File: src/hw/emi_defs.vh
// Constants for the external memory interface block
`ifndef EMI_DEFS_VH
`define EMI_DEFS_VH
`define EMI_SFR_PAGE_SEL   8'hAA
`define EMI_SFR_PAGE_SEL_PG 8'h00
`define EMI_SFR_PTR_LOW    8'h82
`define EMI_SFR_PTR_HIGH   8'h83
`define EMI_SFR_CONFIG     8'hB2
`define EMI_SFR_CONFIG_PG  8'h0F
`define EMI_PAGE_SEL_RST   8'h00
`define EMI_CONFIG_RST     5'h03
`define EMI_CFG_MUX_BIT    4
`define EMI_CFG_MAP_HI     3
`define EMI_CFG_MAP_LO     2
`define EMI_MAP_INTERNAL   2'h0
`define EMI_MAP_SPLIT      2'h1
`define EMI_MAP_SPLIT_BANK 2'h2
`define EMI_MAP_EXTERNAL   2'h3
`define EMI_ONCHIP_TOP     16'h1000
`define EMI_VARIANT_LARGE  2'h0
`define EMI_VARIANT_MID    2'h1
`define EMI_VARIANT_SMALL  2'h2
`define EMI_ALE_CYCLES     2'h1
`define EMI_STROBE_CYCLES  2'h2
`endif

File: src/hw/emi_external_mem_port.v
// External data memory interface: address forming, registers and pins
//
// How it works
// Pointer form uses full 16-bit pointer
// Pointer bytes readable and writable separately
// Index form: page high, index low
// Page value N selects page N*0x100
// Page select RW, reset zero, 0xAA
// Claim pins only during off-chip move
// Return pins to latches after move
// Release drivers of pins used as inputs
// Never alter pin output mode
// Software parks latches idle high
// Software skips read/write strobe pins
// Software skips latch strobe when multiplexed
// Largest variant pin map, both modes
// Mid variant multiplexed pin map
// Variant limits on supported modes
// Software configuration order
// Config bit selects mux or not
// Mapping field routes on/off-chip
// Latch strobe pulses during address phase
`timescale 1ns/100ps
`include "emi_defs.vh"

module emi_external_mem_port #(
    parameter [1:0] VARIANT = `EMI_VARIANT_LARGE
) (
    input  wire        clk,
    input  wire        sys_rst,
    input  wire [7:0]  sfrAddr,
    input  wire [7:0]  sfrPage,
    input  wire        sfrWrite,
    input  wire        sfrRead,
    input  wire [7:0]  sfrWrData,
    output reg  [7:0]  sfrRdData,
    input  wire        moveStart,
    input  wire        moveWrite,
    input  wire        moveUsePointer,
    input  wire [7:0]  moveIndex,
    input  wire [7:0]  moveWrData,
    output wire        moveBusy,
    output reg         moveDone,
    output reg         moveOnChip,
    output reg  [15:0] moveAddr,
    output reg  [7:0]  moveRdData,
    input  wire [7:0]  port1Latch,
    input  wire [7:0]  port2Latch,
    input  wire [7:0]  port3Latch,
    input  wire [7:0]  port4Latch,
    input  wire [7:0]  port3In,
    input  wire [7:0]  port4In,
    output reg  [7:0]  port1Out,
    output reg  [7:0]  port2Out,
    output reg  [7:0]  port3Out,
    output reg  [7:0]  port4Out,
    output reg  [7:0]  port1Oe,
    output reg  [7:0]  port2Oe,
    output reg  [7:0]  port3Oe,
    output reg  [7:0]  port4Oe
);

    localparam [1:0] ST_IDLE   = 2'h0;
    localparam [1:0] ST_ALE    = 2'h1;
    localparam [1:0] ST_STROBE = 2'h2;
    localparam [1:0] ST_END    = 2'h3;

    reg  [7:0]  pointerLow;
    reg  [7:0]  pointerHigh;
    reg  [7:0]  pageSelect;
    reg  [4:0]  cfgBits;
    reg  [1:0]  state;
    reg  [1:0]  count;
    reg         isWrite;
    reg         nonMux;
    reg  [7:0]  dataOut;
    reg  [7:0]  p3Sync1;
    reg  [7:0]  p3Sync2;
    reg  [7:0]  p4Sync1;
    reg  [7:0]  p4Sync2;
    reg  [15:0] next_addr;
    reg         next_onChip;
    reg  [7:0]  dataIn;
    wire [1:0]  mapMode;
    wire        cfgNonMux;

    assign mapMode   = cfgBits[`EMI_CFG_MAP_HI:`EMI_CFG_MAP_LO];
    // mid variant is forced multiplexed
    assign cfgNonMux = cfgBits[`EMI_CFG_MUX_BIT] &&
                       (VARIANT == `EMI_VARIANT_LARGE);
    assign moveBusy  = (state != ST_IDLE);

    // SFR writes; page select and config each decode their own page
    always @(posedge clk) begin
        if (sys_rst) begin
            pointerLow  <= 8'h00;
            pointerHigh <= 8'h00;
            pageSelect  <= `EMI_PAGE_SEL_RST;
            cfgBits     <= `EMI_CONFIG_RST;
        end else if (sfrWrite) begin
            // pointer byte writes
            if (sfrAddr == `EMI_SFR_PTR_LOW)
                pointerLow <= sfrWrData;
            if (sfrAddr == `EMI_SFR_PTR_HIGH)
                pointerHigh <= sfrWrData;
            // page select write
            if (sfrAddr == `EMI_SFR_PAGE_SEL &&
                sfrPage == `EMI_SFR_PAGE_SEL_PG)
                pageSelect <= sfrWrData;
            // mux and mapping bits
            if (sfrAddr == `EMI_SFR_CONFIG &&
                sfrPage == `EMI_SFR_CONFIG_PG)
                cfgBits <= sfrWrData[4:0];
        end
    end

    // Read data registered; unmapped reads return zero
    always @(posedge clk) begin
        if (sys_rst) begin
            sfrRdData <= 8'h00;
        end else if (sfrRead) begin
            // pointer byte reads
            if (sfrAddr == `EMI_SFR_PTR_LOW)
                sfrRdData <= pointerLow;
            else if (sfrAddr == `EMI_SFR_PTR_HIGH)
                sfrRdData <= pointerHigh;
            // page select read
            else if (sfrAddr == `EMI_SFR_PAGE_SEL &&
                     sfrPage == `EMI_SFR_PAGE_SEL_PG)
                sfrRdData <= pageSelect;
            else if (sfrAddr == `EMI_SFR_CONFIG &&
                     sfrPage == `EMI_SFR_CONFIG_PG)
                sfrRdData <= {3'h0, cfgBits};
            else
                sfrRdData <= 8'h00;
        end
    end

    // Effective address and on/off-chip decision
    always @* begin
        if (moveUsePointer) begin
            // full pointer as address
            next_addr = {pointerHigh, pointerLow};
        end else if (mapMode == `EMI_MAP_SPLIT) begin
            // Split without bank: high byte from parked latch
            next_addr = {port3Latch, moveIndex};
            if (VARIANT == `EMI_VARIANT_MID || cfgNonMux)
                next_addr = {port2Latch, moveIndex};
            if (next_addr < `EMI_ONCHIP_TOP)
                next_addr = {pageSelect, moveIndex};
        end else begin
            // page high, index low
            // page N covers N*0x100 upward
            next_addr = {pageSelect, moveIndex};
        end
        // mapping mode routing
        case (mapMode)
            `EMI_MAP_INTERNAL:   next_onChip = 1'b1;
            `EMI_MAP_EXTERNAL:   next_onChip = 1'b0;
            default:             next_onChip = next_addr < `EMI_ONCHIP_TOP;
        endcase
        // smallest variant has no off-chip access
        if (VARIANT == `EMI_VARIANT_SMALL)
            next_onChip = 1'b1;
    end

    // Pin inputs pass two flops before use
    always @(posedge clk) begin
        if (sys_rst) begin
            p3Sync1 <= 8'h00;
            p3Sync2 <= 8'h00;
            p4Sync1 <= 8'h00;
            p4Sync2 <= 8'h00;
        end else begin
            p3Sync1 <= port3In;
            p3Sync2 <= p3Sync1;
            p4Sync1 <= port4In;
            p4Sync2 <= p4Sync1;
        end
    end

    always @* begin
        if (VARIANT == `EMI_VARIANT_MID)
            dataIn = p3Sync2;
        else
            dataIn = p4Sync2;
    end

    // Access sequencer; on-chip accesses finish in one cycle
    always @(posedge clk) begin
        if (sys_rst) begin
            state      <= ST_IDLE;
            count      <= 2'h0;
            isWrite    <= 1'b0;
            nonMux     <= 1'b0;
            dataOut    <= 8'h00;
            moveDone   <= 1'b0;
            moveOnChip <= 1'b0;
            moveAddr   <= 16'h0000;
            moveRdData <= 8'h00;
        end else begin
            moveDone <= 1'b0;
            case (state)
                ST_IDLE: begin
                    if (moveStart) begin
                        moveAddr   <= next_addr;
                        moveOnChip <= next_onChip;
                        isWrite    <= moveWrite;
                        nonMux     <= cfgNonMux;
                        dataOut    <= moveWrData;
                        if (next_onChip) begin
                            moveDone <= 1'b1;
                        end else if (cfgNonMux) begin
                            state <= ST_STROBE;
                            count <= `EMI_STROBE_CYCLES;
                        end else begin
                            state <= ST_ALE;
                            count <= `EMI_ALE_CYCLES;
                        end
                    end
                end
                ST_ALE: begin
                    if (count == 2'h1) begin
                        state <= ST_STROBE;
                        count <= `EMI_STROBE_CYCLES;
                    end else begin
                        count <= count - 2'h1;
                    end
                end
                ST_STROBE: begin
                    if (count == 2'h1) begin
                        state <= ST_END;
                    end else begin
                        count <= count - 2'h1;
                    end
                end
                ST_END: begin
                    // release pins as move completes
                    state    <= ST_IDLE;
                    moveDone <= 1'b1;
                    // Sync flops lag two cycles; still strobe data
                    if (!isWrite)
                        moveRdData <= dataIn;
                end
                default: state <= ST_IDLE;
            endcase
        end
    end

    // Pin ownership; enables only drive, mode set elsewhere
    always @* begin
        // latches own pins when not in off-chip move
        // only value and enable, never drive mode
        port1Out = port1Latch;
        port2Out = port2Latch;
        port3Out = port3Latch;
        port4Out = port4Latch;
        port1Oe  = 8'h00;
        port2Oe  = 8'h00;
        port3Oe  = 8'h00;
        port4Oe  = 8'h00;
        if (state == ST_ALE || state == ST_STROBE) begin
            port1Oe[7:5] = {1'b1, 1'b1, !nonMux};
            port1Out[5]  = (state == ST_ALE);
            port1Out[6]  = !(state == ST_STROBE && !isWrite);
            port1Out[7]  = !(state == ST_STROBE && isWrite);
            if (VARIANT == `EMI_VARIANT_MID) begin
                // mid variant shared bus on port 3
                port2Out = moveAddr[15:8];
                port2Oe  = 8'hFF;
                // low address valid during latch strobe only
                // data pins released during read
                if (state == ST_ALE) begin
                    port3Out = moveAddr[7:0];
                    port3Oe  = 8'hFF;
                end else if (isWrite) begin
                    port3Out = dataOut;
                    port3Oe  = 8'hFF;
                end
            end else begin
                // largest variant maps by mode
                port3Oe = 8'hFF;
                if (nonMux) begin
                    port3Out = moveAddr[7:0];
                    port2Out = moveAddr[15:8];
                    port2Oe  = 8'hFF;
                end else begin
                    port3Out = moveAddr[15:8];
                end
                // low address on shared bus first
                if (state == ST_ALE) begin
                    port4Out = moveAddr[7:0];
                    port4Oe  = 8'hFF;
                end else if (isWrite) begin
                    // data driven only when writing
                    port4Out = dataOut;
                    port4Oe  = 8'hFF;
                end
            end
        end
    end

endmodule

File: config.mk
export PLATFORM = sky130hd
export DESIGN_NAME = emi_external_mem_port
export DESIGN_NICKNAME = d
export VERILOG_FILES = /design/src/hw/emi_external_mem_port.v
export VERILOG_INCLUDE_DIRS = /design/src /design/src/hw
export SDC_FILE = /design/constraint.sdc
export NUM_CORES = 1
export LEC_CHECK = 0
export ABC_AREA = 1
export BUFFER_PORTS_ARGS = -buffer_cell sky130_fd_sc_hd__buf_2
export CAP_MARGIN = 20
export CORE_MARGIN = 4
export CORE_UTILIZATION = 45
export CTS_CLUSTER_SIZE = 25
export DETAILED_ROUTE_END_ITERATION = 8
export PLACE_DENSITY = 0.87
export RECOVER_POWER = 50
export SLEW_MARGIN = 25
export SYNTH_ARGS = -nofsm -noshare
export SYNTH_HDL_FRONTEND = slang
export SYNTH_SLANG_ARGS = --single-unit
File: constraint.sdc
create_clock -name clk -period 5.82 [get_ports clk]
set_clock_uncertainty 0.2 [all_clocks]
set_input_delay 1.164 -clock clk [delete_from_list [all_inputs] [get_ports clk]]
set_output_delay 1.164 -clock clk [all_outputs]
set_load 0.02 [all_outputs]
==> results.py, run 1 <==
metrics = {
    "outcome": {
        "violations": "capacitance limit, slew limit",
        "status": "complete, but fails checks",
    },
    "detailed_routing": {
        "drt-total-wl_mm": 14.0,
        "initialDrtViolationCount": 458,
        "drtPass1Iterations": 5,
        "avgRoutedWirePerCell_um": 15.1,
        "vias": 4843,
        "drcViolationCount": 0,
        "drt-vias-per-instance": 5.22,
        "ant_nets": 0,
    },
    "cts": {
        "ctsResizeCount": 0,
        "cts_htree_levels": 3,
        "cts-root-buf": "clkbuf_8",
        "clkLatencyLatePin_ns": 0.37,
        "cts.sinks": 93,
        "numCtsBuffers": 9,
        "hold_buffers": 0,
        "clkTransAtPathRegs_ns": 0.09,
        "post_cts_buffers": 0,
        "cts_tree": "yes",
        "clk_path_buf_depth": 2,
    },
    "cells_and_area": {
        "area_growth_pct": 18.0,
        "design_area_um2": 5490,
        "finalNetCount": 893,
        "final_common_cell": "buf_2",
        "diodes": 0,
        "layout-drive-gt1-share_pct": 20.7,
        "final_cell_mix": "buf_2 (134), nand2_1 (104), dfxtp_1 (93)",
    },
    "critical_path": {
        "crit_slowest_cell": "ha_1",
        "cp.required_ns": 4.46,
        "reg2reg_to": "moveAddr[7]",
        "worstPathArrival_ns": 2.84,
        "r2r_slack_ns": 2.88,
        "end_kind": "output port",
        "r2r_start": "state[1]",
        "setup.worst_path.class": "reg2out",
        "reg2reg_depth": 7,
        "cp-start-kind": "register",
        "critPathMaxStageDelay_ns": 0.55,
        "cp_num_buf_inv": 4,
        "cp_common_cell": "clkinv_1",
        "crit_fanout": 20,
        "worstPathCellList": "inv_1 -> ha_1 -> nand2_1 -> clkinv_1 -> nor2_1 -> clkinv_1 -> o22ai_1 -> a21oi_1 -> buf_2",
        "crit_family": "buffers and inverters",
    },
    "grt": {
        "grt_max_degree": 44,
        "antenna_found_initial": 1,
        "grt_overflow_total": 0,
        "grt_usage_pct": 23.4,
        "grt_pass1_wl_mm": 21.7,
        "grt_pass1_vias": 4474,
    },
    "sta": {
        "period_share_pct": 72.2,
        "fin_crit_ns": 4.20,
        "final-hold-violation-count": 0,
        "fin_setup_tns_ns": 0,
        "setup_viol": 0,
        "rsz0062_at_grt": "no",
        "max_freq_mhz": 238,
        "max-slew-margin-rel_pct": -16.3,
        "slew_viol_final": 83,
        "worst_slew_pin_slew_ns": 1.74,
    },
    "floorplan": {
        "dieArea_um2": 12000,
        "start_util_pct": 47.0,
        "row_count": 36,
        "die_y_um": 110,
        "die_w_um": 110,
        "io_pins": 194,
        "core_area_um2": 9910,
    },
    "pwr": {
        "leakage_nw": 2.55,
        "p_seq_share_pct": 33.8,
        "vdd_drop_max_uv": 282,
        "cellPowerDensity_nw_per_um2": 415,
        "combPwrFrac_pct": 45.8,
        "swShare_pct": 46.0,
        "pwr-share-clk_pct": 20.4,
        "power_switching_mw": 1.05,
        "internal_power_mw": 1.23,
    },
    "logic_synthesis": {
        "synth_area_um2": 4650,
        "synth.distinct_cells": 32,
        "synth-seq-cells": 93,
        "ys_warn_count": 0,
        "ys_seq_area_share_pct": 40.0,
        "syn_area_per_cell_um2": 7.01,
        "synthCells": 664,
    },
    "run": {
        "drv_cap": 2,
    },
    "worst_hold_path": {
        "hold_path_class": "reg2reg",
        "hp-start": "p4Sync1[4]",
        "whs_path_depth": 2,
        "min_to": "dataIn[4]",
    },
    "placement": {
        "placed_cell_area_um2": 5330,
        "place_congestion": 0.917,
        "portBuffers": 170,
        "hpwlAfterDp_mm": 10.8,
    },
}
[worst max path at each step]
stage                        start  depth (start not counted)  slack, ns          end
after floorplan           state[0]                          7       2.16  port3Out[0]
after global placement    state[0]                          9       2.11  port4Out[3]
final                     state[0]                          9       1.62  port4Out[0]
after CTS                 state[0]                          9       1.67  port4Out[3]
after detailed placement  state[0]                          9       2.09  port4Out[3]
after global routing       sys_rst                          5       1.28  moveAddr[5]
[cell usage after synthesis]
library cell    n  share of area (%)
nand2_1       104                8.4
and3_1          1               0.13
a211oi_1        3               0.48
buf_6           1               0.24
o221ai_1        8                1.5
buf_2           3               0.32
or2_2           1               0.13
o22ai_1        14                1.9
inv_1          87                7.0
mux2_2          1               0.24
nor3_1          1               0.11
a221oi_1        4               0.75
nand3_2         2               0.43
nor4_1          2               0.27
buf_1           2               0.16
o21bai_2        1               0.24
buf_4          34                5.5
a21oi_1        70                7.5
clkbuf_1       21                1.7
nand3_1        22                2.4
ha_1            9                2.4
inv_2           1              0.081
o211ai_1       12                1.9
nand4_1         2               0.27
conb_1          1              0.081
dfxtp_1        93                 40
a31oi_1         1               0.13
clkinv_1        4               0.32
o21ai_0        73                7.9
nand2_2         7               0.94
a211oi_2        1               0.27
nor2_1         78                6.3
[cells by family (layout without fill, tap and decap cells)]
family | after synthesis | in the layout | share of synthesized area [%]
adder cells (fa/ha/maj) | 9 | 9 | 2.42
flip-flops | 93 | 93 | 40.0
AO/OA/AOI/OAI | 187 | 187 | 22.6
other | 1 | 5 | 0.0806
multiplexers | 1 | 1 | 0.242
buffers and inverters | 153 | 279 | 15.3
AND/OR/NAND/NOR | 220 | 220 | 19.3
[per-stage QoR]
step / setup WS, ns / instances / hold slack, ns / util [%] / power, mW
after floorplan: 2.16 / 668 / 0.188 / - / 1.59
after global placement: 2.11 / 911 / 0.192 / 53.7 / 1.82
after detailed placement: 2.09 / 911 / 0.192 / 53.7 / 1.84
after CTS: 1.67 / 927 / 0.206 / 55.9 / 2.29
after global routing: 1.28 / 927 / 0.223 / 55.4 / 2.43
final: 1.62 / 927 / 0.207 / 55.4 / 2.28
[power groups by stage]
stage / logic (mW) / clock network [mW] / registers, mW
2_1_floorplan: 0.766 / 0 / 0.823
3_3_place_gp: 1.04 / 0 / 0.781
3_5_place_dp: 1.05 / 0 / 0.783
4_1_cts: 1.06 / 0.469 / 0.768
5_1_grt: 1.15 / 0.494 / 0.780
6_report: 1.04 / 0.465 / 0.770
[per-layer routing]
metal / global-route usage, % / vias to the layer above / part of all wire, %
met5: 0 / - / 0.050
met1: 29.1 / 2189 / 41
li1: - / 2378 / -
met4: 8.99 / 2 / 2.6
met2: 39.3 / 240 / 46
met3: 5.64 / 34 / 10
[flip-flops by register name (all words and copies together) (netlist names)]
name         cells
sfrRdData        8
moveRdData       8
moveOnChip       1
nonMux           1
count            2
dataIn           8
state            2
cfgBits          5
p4Sync1          8
moveDone         1
isWrite          1
dataOut          8
pointerLow       8
pointerHigh      8
pageSelect       8
moveAddr        16
[final cells by class]
class / count / area, um2
repair buffers: 171 / 810
flip-flops and latches: 93 / 1860
clock inverters: 7 / 91.3
well taps: 133 / 166
inverters: 92 / 345
multi-input cells: 422 / 2090
clock buffers: 9 / 124
fillers: 1030 / 4420
[worst register-to-register path: stages (launching register included)]
cell and delay (ns):
dfxtp_1 0.34, inv_1 0.12, ha_1 0.24, nand2_1 0.54
inv_1 0.93, nand3_1 0.27, o211ai_1 0.16, inv_1 0.06
Power figures use the tool's default switching activity.
==> run 2, diff against run 1 <==
- CORE_UTILIZATION: 45 -> 44
- PLACE_DENSITY: 0.87 -> 0.88
- clock period: 5.82 -> 3.8 ns (I/O delays scaled with it)
==> run 2 against run 1 <==
The flow still finishes with violations (capacitance limit, slew limit). Count of clock-buffer cells in the layout unchanged. Non-clock buffer count rose by 3. Critical path depth unchanged. Register-to-register slack lost 1.5 ns. Setup slack got worse by 1.3 ns. First-iteration DRC count increased by 4.6%. Worst hold slack improved by 0.00083 ns. Combinational power up 58%. Via count grew 1.1%. Critical endpoint is now port4Out[4]. Highest routed layer unchanged.
==> results.py, run 2 (synthesis results as in run 1) <==
metrics = {
    "outcome": {
        "status": "complete, but fails checks",
        "violations": "capacitance limit, slew limit",
    },
    "sta": {
        "timing.hold.ws_ns": 0.208,
        "worst_slew_pin_slew_ns": 1.67,
        "fin_setup_tns_ns": 0,
        "max-slew-margin-rel_pct": -11.3,
        "final-hold-violation-count": 0,
        "max_freq_mhz": 285,
        "rsz0062_at_grt": "no",
        "slew_viol_final": 38,
        "period_share_pct": 92.5,
        "setup_viol": 0,
        "fin_crit_ns": 3.51,
    },
    "cts": {
        "numCtsBuffers": 9,
        "clkTransAtPathRegs_ns": 0.10,
        "cts_tree": "yes",
        "post_cts_buffers": 0,
        "clkLatencyLatePin_ns": 0.36,
        "hold_buffers": 0,
        "cts-root-buf": "clkbuf_8",
        "cts_htree_levels": 3,
        "clk_path_buf_depth": 2,
        "cts.sinks": 93,
        "ctsResizeCount": 0,
    },
    "floorplan": {
        "core_area_um2": 10300,
        "start_util_pct": 45.1,
        "die_w_um": 111,
        "io_pins": 194,
        "dieArea_um2": 12300,
        "row_count": 37,
        "die_y_um": 111,
    },
    "grt": {
        "grt_max_degree": 50,
        "grt_overflow_total": 0,
        "grt_usage_pct": 22.1,
        "grt_pass1_vias": 4472,
        "antenna_found_initial": 4,
        "grt_pass1_wl_mm": 22.3,
    },
    "critical_path": {
        "end_kind": "output port",
        "cp.required_ns": 2.84,
        "worstPathCellList": "inv_1 -> ha_1 -> nand2_1 -> clkinv_1 -> nor2_1 -> clkinv_1 -> o22ai_1 -> a21oi_1 -> buf_2",
        "cp_num_buf_inv": 4,
        "worstPathArrival_ns": 2.55,
        "crit_fanout": 16,
        "setup.worst_path.class": "reg2out",
        "cp-start-kind": "register",
        "cp_common_cell": "clkinv_1",
        "crit_slowest_cell": "dfxtp_1",
        "crit_family": "buffers and inverters",
        "critPathMaxStageDelay_ns": 0.37,
    },
    "cells_and_area": {
        "regArea_um2": 1860,
        "area_growth_pct": 18.2,
        "nFillCells": 1011,
        "finalNetCount": 896,
        "largest_reg_flops": 16,
        "final_common_cell": "buf_2",
        "design_area_um2": 5500,
        "top_register": "moveAddr",
        "multi_input_area_um2": 2090,
        "layout-drive-gt1-share_pct": 21.1,
        "final_cell_mix": "buf_2 (135), nand2_1 (104), dfxtp_1 (93)",
    },
    "detailed_routing": {
        "ant_nets": 0,
        "initialDrtViolationCount": 479,
        "drtPass1Iterations": 5,
        "vias": 4894,
        "avgRoutedWirePerCell_um": 15.3,
        "drt-total-wl_mm": 14.3,
        "drt-vias-per-instance": 5.23,
        "drcViolationCount": 0,
    },
    "pwr": {
        "leakage_nw": 2.56,
        "vdd_drop_max_uv": 363,
        "finalPower_mw": 3.45,
        "cellPowerDensity_nw_per_um2": 627,
    },
    "worst_hold_path": {
        "hold_path_class": "reg2reg",
    },
    "placement": {
        "place_congestion": 0.920,
        "portBuffers": 170,
        "placed_cell_area_um2": 5350,
        "hpwlAfterDp_mm": 10.9,
    },
    "run": {
        "drv_cap": 1,
    },
}
run 2: final timing paths:
path | from | endpoint | slack, ns | cells after the start
max reg2reg | state[0] | moveDone | 1.41 | 7
min | p4Sync1[5] | dataIn[5] | 0.21 | 2
max | state[0] | port4Out[4] | 0.29 | 9
min reg2reg | p4Sync1[5] | dataIn[5] | 0.21 | 2
run 2: report_power, final:
group	leakage, nW	total (mW)	internal (mW)	switching, mW
logic	1.71	1.64	0.481	1.16
clock network	0.0911	0.631	0.253	0.378
registers	0.759	1.18	1.10	0.0800
run 2: per-layer routing:
| metal | up-vias | wire length [um] | track usage [%] |
|---|---|---|---|
| li1 | 2397 | - | - |
| met1 | 2206 | 5940 | 27.6 |
| met2 | 253 | 6630 | 36.2 |
| met3 | 34 | 1310 | 5.02 |
| met4 | 4 | 380 | 10.4 |
| met5 | - | 20 | 0 |
run 2: stage by stage:
stage	setup WS (ns)	instances	utilization [%]
2_1_floorplan	0.542	668	-
4_1_cts	0.299	933	53.7
5_1_grt	0.0357	935	53.3
3_5_place_dp	0.707	917	51.8
3_3_place_gp	0.730	917	51.8
6_report	0.286	935	53.3
run 2: worst min-delay path: cells and delay by family, from the launching register on:
family | cells | cell delay [ns]
simple gates | 1 | 0.03
buf+inv | 1 | 0.04
flops | 1 | 0.31
run 2: final cells by class:
class / count / area share, %
clock buffer: 9 / 2.25
timing repair buffer: 174 / 15.1
multi-input combinational: 422 / 38.0
clock inverter: 7 / 1.25
inverter: 92 / 6.28
antenna: 2 / 0.0910
tap: 136 / 3.09
sequential: 93 / 33.8
